[src/asfp_params.svh]
// Constants for the asynchronous slave FIFO port master
`ifndef ASFP_PARAMS_SVH
`define ASFP_PARAMS_SVH

`define ASFP_DATA_W        8
`define ASFP_SEL_W         2
`define ASFP_FIFO_DEPTH    4
`define ASFP_CLK_PERIOD_PS 8000
// Strobe low and high widths, select setup and read access, in ps
`define ASFP_T_STROBE_LOW_PS  50000
`define ASFP_T_STROBE_HIGH_PS 50000
`define ASFP_T_SEL_SETUP_PS   10000
`define ASFP_T_READ_ACC_PS    30000
// Least times round up to whole cycles
`define ASFP_CYC_LOW  ((`ASFP_T_STROBE_LOW_PS + `ASFP_CLK_PERIOD_PS - 1) / `ASFP_CLK_PERIOD_PS)
`define ASFP_CYC_HIGH ((`ASFP_T_STROBE_HIGH_PS + `ASFP_CLK_PERIOD_PS - 1) / `ASFP_CLK_PERIOD_PS)
`define ASFP_CYC_SETUP ((`ASFP_T_SEL_SETUP_PS + `ASFP_CLK_PERIOD_PS - 1) / `ASFP_CLK_PERIOD_PS)
`define ASFP_CYC_ACC  ((`ASFP_T_READ_ACC_PS + `ASFP_CLK_PERIOD_PS - 1) / `ASFP_CLK_PERIOD_PS)
`define ASFP_CNT_W    4

`endif

[src/asfp_pkg.sv]
// Types for the asynchronous slave FIFO port master
package asfp_pkg;
    typedef enum logic [1:0] {
        ASFP_OP_READ,
        ASFP_OP_WRITE,
        ASFP_OP_COMMIT
    } asfp_op_e;

    typedef enum logic [2:0] {
        ASFP_ST_IDLE,
        ASFP_ST_SETUP,
        ASFP_ST_LOW,
        ASFP_ST_HIGH
    } asfp_state_e;
endpackage : asfp_pkg

[src/asfp_stream_if.sv]
// Valid/ready stream between the port master and its FIFO
`timescale 1ns/1ps
`include "asfp_params.svh"
interface asfp_stream_if;
    logic [`ASFP_DATA_W-1:0] data;
    logic                    valid;
    logic                    ready;
    modport src (output data, output valid, input ready);
    modport snk (input data, input valid, output ready);
endinterface : asfp_stream_if
[src/asfp_fifo.sv]
// Small synchronous FIFO with valid/ready on both sides
`timescale 1ns/1ps
module asfp_fifo #(
    parameter int WIDTH = 8,
    parameter int DEPTH = 4
) (
    input  wire logic clk,
    input  wire logic rst_b,
    asfp_stream_if.snk in_s,
    asfp_stream_if.src out_s
);
    localparam int AW = $clog2(DEPTH);
    logic [WIDTH-1:0] mem [DEPTH];
    logic [AW-1:0]    wr_ptr;
    logic [AW-1:0]    rd_ptr;
    logic [AW:0]      count;
    wire              push = in_s.valid && in_s.ready;
    wire              pop  = out_s.valid && out_s.ready;

    assign in_s.ready  = (count != (AW+1)'(DEPTH));
    assign out_s.valid = (count != '0);
    assign out_s.data  = mem[rd_ptr];

    always_ff @(posedge clk) begin
        if (push) begin
            mem[wr_ptr] <= in_s.data;
        end
    end

    always_ff @(posedge clk) begin
        if (!rst_b) begin
            wr_ptr <= '0;
            rd_ptr <= '0;
            count  <= '0;
        end else begin
            if (push) begin
                wr_ptr <= (wr_ptr == AW'(DEPTH-1)) ? '0 : wr_ptr + 1'b1;
            end
            if (pop) begin
                rd_ptr <= (rd_ptr == AW'(DEPTH-1)) ? '0 : rd_ptr + 1'b1;
            end
            count <= count + (AW+1)'(push) - (AW+1)'(pop);
        end
    end
endmodule : asfp_fifo

[src/asfp_master.sv]
// Master that drives an asynchronous slave FIFO port through its pins
// Functional notes
// Reads count only while chip select and read strobe are both low.
// Chip select goes low before the read strobe goes low.
// Output enable alone shows stale data from the previous read.
// Fresh FIFO data follows the read strobe falling edge after a delay; the master takes the pin value 24 ns after the fall, short of the 30 ns delay.
// Slave drives data only with output enable low; hold it during reads.
// Output enable and read strobe may be one common signal.
// Each read strobe shows the entry first, then the pointer advances.
// Select lines and chip select are stable before the write strobe.
// Chip select is low no later than the write strobe falls.
// Write data is valid a setup margin before the write strobe rises.
// Slave stores bus value on write strobe rising edge, then advances.
// Slave flags update a bounded delay after each write strobe rise.
// In bursts each write stores at current location then moves on.
// Packet-end strobe commits written entries as a short packet.
// Write strobe and packet-end are never low together.
// Packet-end only after write strobe high for its least width.
// Select lines stay unchanged while packet-end is low.
// All strobes active low; each edge follows a held opposite level.
`timescale 1ns/1ps
`include "asfp_params.svh"
module asfp_master (
    input  wire logic                   clk,
    input  wire logic                   rst_b,
    // Command side
    input  wire logic                   cmd_valid,
    input  wire logic [1:0]             cmd_op,
    input  wire logic [`ASFP_SEL_W-1:0] cmd_sel,
    input  wire logic [`ASFP_DATA_W-1:0] cmd_wdata,
    output logic                        cmd_ready,
    // Read data stream out of the FIFO
    output logic [`ASFP_DATA_W-1:0]     rd_data,
    output logic                        rd_valid,
    input  wire logic                   rd_ready,
    // Pins toward the slave
    output logic                        fifo_chip_select_n,
    output logic                        fifo_output_enable_n,
    output logic                        fifo_read_strobe_n,
    output logic                        fifo_write_strobe_n,
    output logic                        packet_commit_strobe_n,
    output logic [`ASFP_SEL_W-1:0]      fifo_select_bus,
    input  wire logic [`ASFP_DATA_W-1:0] fifo_data_in,
    output logic [`ASFP_DATA_W-1:0]     fifo_data_out,
    output logic                        fifo_data_oe
);
    localparam logic [`ASFP_CNT_W-1:0] CYC_LOW   = `ASFP_CNT_W'(`ASFP_CYC_LOW);
    localparam logic [`ASFP_CNT_W-1:0] CYC_HIGH  = `ASFP_CNT_W'(`ASFP_CYC_HIGH);
    localparam logic [`ASFP_CNT_W-1:0] CYC_SETUP = `ASFP_CNT_W'(`ASFP_CYC_SETUP);
    localparam logic [`ASFP_CNT_W-1:0] CYC_ACC   = `ASFP_CNT_W'(`ASFP_CYC_ACC);

    asfp_pkg::asfp_state_e     state;
    asfp_pkg::asfp_state_e     next_state;
    asfp_pkg::asfp_op_e        op;
    logic [`ASFP_CNT_W-1:0]    cnt;
    logic [`ASFP_CNT_W-1:0]    next_cnt;
    logic [`ASFP_DATA_W-1:0]   din_meta;
    logic [`ASFP_DATA_W-1:0]   din_sync;
    logic [`ASFP_DATA_W-1:0]   cap_data;
    logic                      cap_valid;
    logic [`ASFP_CNT_W-1:0]    acc_cnt;

    asfp_stream_if fill_s ();
    asfp_stream_if drain_s ();

    asfp_fifo #(
        .WIDTH (`ASFP_DATA_W),
        .DEPTH (`ASFP_FIFO_DEPTH)
    ) u_rd_fifo (
        .clk   (clk),
        .rst_b (rst_b),
        .in_s  (fill_s),
        .out_s (drain_s)
    );

    assign fill_s.data   = cap_data;
    assign fill_s.valid  = cap_valid;
    // The output word register keeps rd_data and rd_valid straight off flops.
    // It refills in the cycle it empties, so a steady sink still gets one word per clock.
    assign drain_s.ready = !rd_valid || rd_ready;

    always_ff @(posedge clk) begin
        if (!rst_b) begin
            rd_valid <= 1'b0;
            rd_data  <= '0;
        end else if (drain_s.ready) begin
            rd_valid <= drain_s.valid;
            rd_data  <= drain_s.data;
        end
    end

    // Decode of the current operation and its phase
    wire cnt_done  = (cnt == '0);
    wire is_read   = (op == asfp_pkg::ASFP_OP_READ);
    wire in_idle   = (state == asfp_pkg::ASFP_ST_IDLE);
    wire in_low    = (state == asfp_pkg::ASFP_ST_LOW);
    // A read is only started when the FIFO can take its word, so reads stall on back-pressure
    wire rd_room   = fill_s.ready;
    wire cmd_is_rd = (cmd_op == 2'(asfp_pkg::ASFP_OP_READ));
    wire take_cmd  = in_idle && cmd_valid && (!cmd_is_rd || rd_room);
    wire sample_rd = in_low && is_read && (acc_cnt == CYC_ACC);
    // Operation in force on the next cycle; pins are registered from it
    wire [1:0] next_op        = take_cmd ? cmd_op : 2'(op);
    wire       next_is_read   = (next_op == 2'(asfp_pkg::ASFP_OP_READ));
    wire       next_is_write  = (next_op == 2'(asfp_pkg::ASFP_OP_WRITE));
    wire       next_is_commit = (next_op == 2'(asfp_pkg::ASFP_OP_COMMIT));

    always_comb begin
        next_state = state;
        next_cnt   = cnt;
        case (state)
            asfp_pkg::ASFP_ST_IDLE: begin
                if (take_cmd) begin
                    // select and chip select settle before any strobe
                    next_state = asfp_pkg::ASFP_ST_SETUP;
                    next_cnt   = CYC_SETUP - 1'b1;
                end
            end
            asfp_pkg::ASFP_ST_SETUP: begin
                if (cnt_done) begin
                    next_state = asfp_pkg::ASFP_ST_LOW;
                    next_cnt   = CYC_LOW - 1'b1;
                end else begin
                    next_cnt = cnt - 1'b1;
                end
            end
            asfp_pkg::ASFP_ST_LOW: begin
                if (cnt_done && (!is_read || cap_valid || acc_cnt > CYC_ACC)) begin
                    // low width held before the rising edge
                    next_state = asfp_pkg::ASFP_ST_HIGH;
                    next_cnt   = CYC_HIGH - 1'b1;
                end else if (!cnt_done) begin
                    next_cnt = cnt - 1'b1;
                end
            end
            asfp_pkg::ASFP_ST_HIGH: begin
                // high width before any following strobe, packet-end included
                if (cnt_done) begin
                    next_state = asfp_pkg::ASFP_ST_IDLE;
                end else begin
                    next_cnt = cnt - 1'b1;
                end
            end
            default: begin
                next_state = asfp_pkg::ASFP_ST_IDLE;
                next_cnt   = '0;
            end
        endcase
    end

    always_ff @(posedge clk) begin
        if (!rst_b) begin
            state <= asfp_pkg::ASFP_ST_IDLE;
            cnt   <= '0;
        end else begin
            state <= next_state;
            cnt   <= next_cnt;
        end
    end

    always_ff @(posedge clk) begin
        if (!rst_b) begin
            op <= asfp_pkg::ASFP_OP_READ;
        end else if (take_cmd) begin
            op <= asfp_pkg::asfp_op_e'(cmd_op);
        end
    end

    // Read data comes from pins, so it passes two flops
    always_ff @(posedge clk) begin
        din_meta <= fifo_data_in;
        din_sync <= din_meta;
    end

    // Access counter covers the slave delay alone; the two sync stages are not added
    always_ff @(posedge clk) begin
        if (!rst_b) begin
            acc_cnt <= '0;
        end else if (in_low && is_read) begin
            acc_cnt <= (acc_cnt == '1) ? acc_cnt : acc_cnt + 1'b1;
        end else begin
            acc_cnt <= '0;
        end
    end

    // capture takes the pin value from 3 cycles (24 ns) after the strobe fall, short of the 30 ns access delay
    always_ff @(posedge clk) begin
        if (!rst_b) begin
            cap_valid <= 1'b0;
            cap_data  <= '0;
        end else begin
            cap_valid <= sample_rd;
            if (sample_rd) begin
                cap_data <= din_sync;
            end
        end
    end

    // Pin drive: registered, one flop per pin
    always_ff @(posedge clk) begin
        if (!rst_b) begin
            fifo_chip_select_n     <= 1'b1;
            fifo_output_enable_n   <= 1'b1;
            fifo_read_strobe_n     <= 1'b1;
            fifo_write_strobe_n    <= 1'b1;
            packet_commit_strobe_n <= 1'b1;
            fifo_select_bus        <= '0;
            fifo_data_out          <= '0;
            fifo_data_oe           <= 1'b0;
            cmd_ready              <= 1'b0;
        end else begin
            cmd_ready <= (next_state == asfp_pkg::ASFP_ST_IDLE) && !take_cmd;
            if (take_cmd) begin
                // select held from here until the cycle ends
                fifo_select_bus <= cmd_sel;
                fifo_data_out   <= cmd_wdata;
            end
            // chip select leads every strobe and trails it
            fifo_chip_select_n <= (next_state == asfp_pkg::ASFP_ST_IDLE);
            // output enable and read strobe move together
            fifo_output_enable_n <= !((next_state == asfp_pkg::ASFP_ST_LOW) && next_is_read);
            fifo_read_strobe_n   <= !((next_state == asfp_pkg::ASFP_ST_LOW) && next_is_read);
            // data driven from setup through the rising write edge
            fifo_data_oe <= (next_state != asfp_pkg::ASFP_ST_IDLE) && next_is_write;
            // write and packet-end come from exclusive operations
            fifo_write_strobe_n <= !((next_state == asfp_pkg::ASFP_ST_LOW) && next_is_write);
            // packet-end pulse commits the selected FIFO
            packet_commit_strobe_n <= !((next_state == asfp_pkg::ASFP_ST_LOW) && next_is_commit);
        end
    end

endmodule : asfp_master

[config.mk]
export PLATFORM = sky130hd
export DESIGN_NAME = asfp_master
export DESIGN_NICKNAME = d
export VERILOG_FILES = /design/src/asfp_pkg.sv /design/src/asfp_stream_if.sv /design/src/asfp_fifo.sv /design/src/asfp_master.sv
export VERILOG_INCLUDE_DIRS = /design/src
export SDC_FILE = /design/constraint.sdc
export NUM_CORES = 1
export LEC_CHECK = 0
export BUFFER_PORTS_ARGS = -buffer_cell sky130_fd_sc_hd__buf_2
export CAP_MARGIN = 40
export CORE_ASPECT_RATIO = 1.25
export CORE_MARGIN = 2
export CORE_UTILIZATION = 55
export CTS_CLUSTER_SIZE = 28
export DETAILED_ROUTE_END_ITERATION = 8
export HOLD_SLACK_MARGIN = 0.1
export PLACE_DENSITY = 0.85
export REMOVE_ABC_BUFFERS = 1
export SETUP_SLACK_MARGIN = 0.02
export SYNTH_ARGS = -nofsm -noshare
export SYNTH_HDL_FRONTEND = slang
export SYNTH_SLANG_ARGS = --single-unit
[constraint.sdc]
create_clock -name clk -period 2.7 [get_ports clk]
set_input_delay 0.27 -clock clk [delete_from_list [all_inputs] [get_ports clk]]
set_output_delay 0.27 -clock clk [all_outputs]
set_load 0.005 [all_outputs]
==> metrics.txt <==
dominant synthesized flop cell dfxtp_1; library cells used by synthesis 50; fin nets 420; Routed WL per cell 13.7 um; initial antenna violation count 0; total negative slack 0 ns; CTS Buf Count 9; final wirelength approximately 6500 um; total grt overflow 0; Power per Cell Area a little over 700 nW/um^2; Ports 50; area leader, netlist dfxtp_1; # DRC 0; Max Slew Vio Count 0; cell area after synthesis 3960 sq um; post-layout min period 2.13 ns; worst vdd ir between 0.0004 and 0.0005 V; Yosys warnings 0; Max Root-Sink Buffers 2; Leakage around 1.8 nW; Switching Share 0.279; Pre-Repair DR Iteration Count 4; Seq/Total Area, Yosys 0.597; HP Class in -> reg; Clock power frac 0.287; top cells by area, synth dfxtp_1 35%, edfxtp_1 24%, mux4_2 4.6%; Worst-path clk slew 0.10 ns; clock root cell clkbuf_8; crit end category flop; first-pass GRT wire length about 11000 um; top-area cell type share of the netlist area 0.354; DR vias/cell 5.33; Worst Max-Slew Pin Slew 0.628 ns; most frequent cells in the layout 70 x dfxtp_1, 49 x buf_2, 48 x nand2_1, 32 x edfxtp_1, 17 x a21boi_0; Critical Path RT 2.96 ns; Clock Latency Late Sink roughly 0.36 ns; CP startpoint kind flop; P&R area growth vs syn 14.6%; CP Data Arrival Time 2.40 ns; skew final between 0.01 and 0.015 ns; Total GRT Usage 0.175; clock sink count 102; CTS tree done; largest net degree at the start of global routing 36; H-tree levels 3; Slew headroom 0.581; Initial Utilization 0.567; Synth async-reset ratio 0; antenna viol nets, final 0; status finished clean; die extent in x 79.9 um; vias in the first global route 2412; reg2reg path depth 7; die area 7890 sq um; hold depth 3; core area 6980 sq um; RSZ-0062 raised after global routing false; Pint roughly 0.0023 W; P_sw 0.000898 W; Fmax about 470 MHz; # rows 34; setup violators final 0; Mapped Cells 329; most common cell after layout, fill and taps aside dfxtp_1; Fin. Hold Viols 0; Crit Path Max Fanout 8; number of synthesized register bits 102; Mapped Avg Cell Area around 12 sq um; Post-synth EDFFs 32; via count 2551; logic gate share of total power 0.159; post-DP HPWL approximately 4600 um; PortBufs 49; die extent in y about 99 um; proportion of layout cells with a drive suffix above 1 0.221; Hold WS 0.143 ns; final cycle utilization of the critical path 0.790; 1st-iter DRT viols 147; n_diodes 0; Max-cap violations 0; critical setup path kind reg -> reg; Flop pwr share 0.553; gpl congestion 0.729; FILL cells 538
==> registers in the layout (all words and copies together), names as in the netlist, 2 cells and up <==
| signal | cells |
|---|---|
| cap_data | 8 |
| din_sync | 8 |
| u_rd_fifo.mem | 32 |
| cnt | 4 |
| u_rd_fifo.wr_ptr | 2 |
| acc_cnt | 4 |
| fifo_data_out | 8 |
| din_meta | 8 |
| state | 3 |
| u_rd_fifo.count | 3 |
| fifo_select_bus | 2 |
| op | 2 |
| u_rd_fifo.rd_ptr | 2 |
| rd_data | 8 |
==> per-layer routing <==
layer	track usage	part of all wire	vias to the layer above
li1	-	-	1269
met1	0.221	0.43	1219
met2	0.299	0.52	54
met3	0.0302	0.035	9
met4	0.0678	0.013	0
met5	0	0	-
==> what timing repair did <==
action	in CTS	in global routing
resized for setup	0	0
endpoints found under the hold margin	8	0
buffers inserted	0	0
hold buffers	8	0
==> cells by family (layout without fill, tap and decap cells) <==
group | Yosys count | count (layout) | synth area share
AND/OR/NAND/NOR | 116 | 116 | 0.151
flip-flops | 102 | 102 | 0.597
AO/OA/AOI/OAI | 50 | 50 | 0.103
buffers and inverters | 27 | 87 | 0.0307
multiplexers | 17 | 17 | 0.0683
adder cells (fa/ha/maj) | 12 | 12 | 0.0398
XOR/XNOR | 4 | 4 | 0.00886
other | 1 | 1 | 0.000948
==> power by group through the flow <==
stage / Sequential [W] / Combinational (W) / Clock, W
floorplan: 0.00180 / 0.000358 / 0
global placement: 0.00182 / 0.000492 / 0
detailed placement: 0.00182 / 0.000506 / 0
CTS: 0.00179 / 0.000519 / 0.000941
global route: 0.00181 / 0.000588 / 0.00100
finish: 0.00178 / 0.000513 / 0.000925
==> critical path, cell delays in order (launching register included) <==
cell     delay [ns]
dfxtp_1        0.39
or3b_1         0.50
nand2_1        0.17
inv_1          0.07
ha_1           0.21
fa_1           0.40
xnor2_1        0.13
and2_1         0.16
==> metrics by stage <==
step	cells	setup slack, ns	instance area, sq um	utilization	power [W]
2_1_floorplan	314	0.515	3880	-	0.00216
3_3_place_gp	455	0.640	4250	0.610	0.00231
3_5_place_dp	455	0.592	4250	0.610	0.00233
4_1_cts	479	0.559	4530	0.650	0.00325
5_1_grt	479	0.370	4530	0.650	0.00340
6_report	479	0.566	4530	0.650	0.00322
==> cell usage after synthesis, types with 2 or more instances <==
library cell / number
dfxtp_1: 70
nand2_1: 48
edfxtp_1: 32
a21boi_0: 17
nor2b_1: 14
inv_1: 12
ha_1: 11
nor2_1: 11
mux2i_1: 9
nand3_1: 9
clkbuf_1: 8
mux4_2: 8
a21boi_2: 7
nand2b_1: 7
and3_1: 6
o21ai_0: 6
and2_1: 4
buf_2: 4
nor4_1: 4
a21oi_1: 3
nand4_1: 3
a211oi_1: 2
buf_4: 2
nor3_1: 2
o22ai_1: 2
o31a_1: 2
xnor2_1: 2
xor2_1: 2
==> final cells by class <==
cell class	count	area [sq um]	share of cell area
Sequential cell	102	2360	0.521
Timing Repair Buffer	59	340	0.0751
Clock inverter	7	77.6	0.0171
Multi-Input combinational cell	200	1470	0.325
Tap cell	90	113	0.0248
Inverter	12	45.0	0.00993
Clock buffer	9	124	0.0273
==> final timing paths <==
check                                   startpoint                 end  slack (ns)
worst max-delay path            u_rd_fifo.count[2]  u_rd_fifo.count[2]        0.57
worst min-delay path                  cmd_wdata[6]    fifo_data_out[6]        0.14
worst max register to register  u_rd_fifo.count[2]  u_rd_fifo.count[2]        0.57
worst min register to register         din_meta[6]         din_sync[6]        0.34
(Power assumes the default switching activity.)
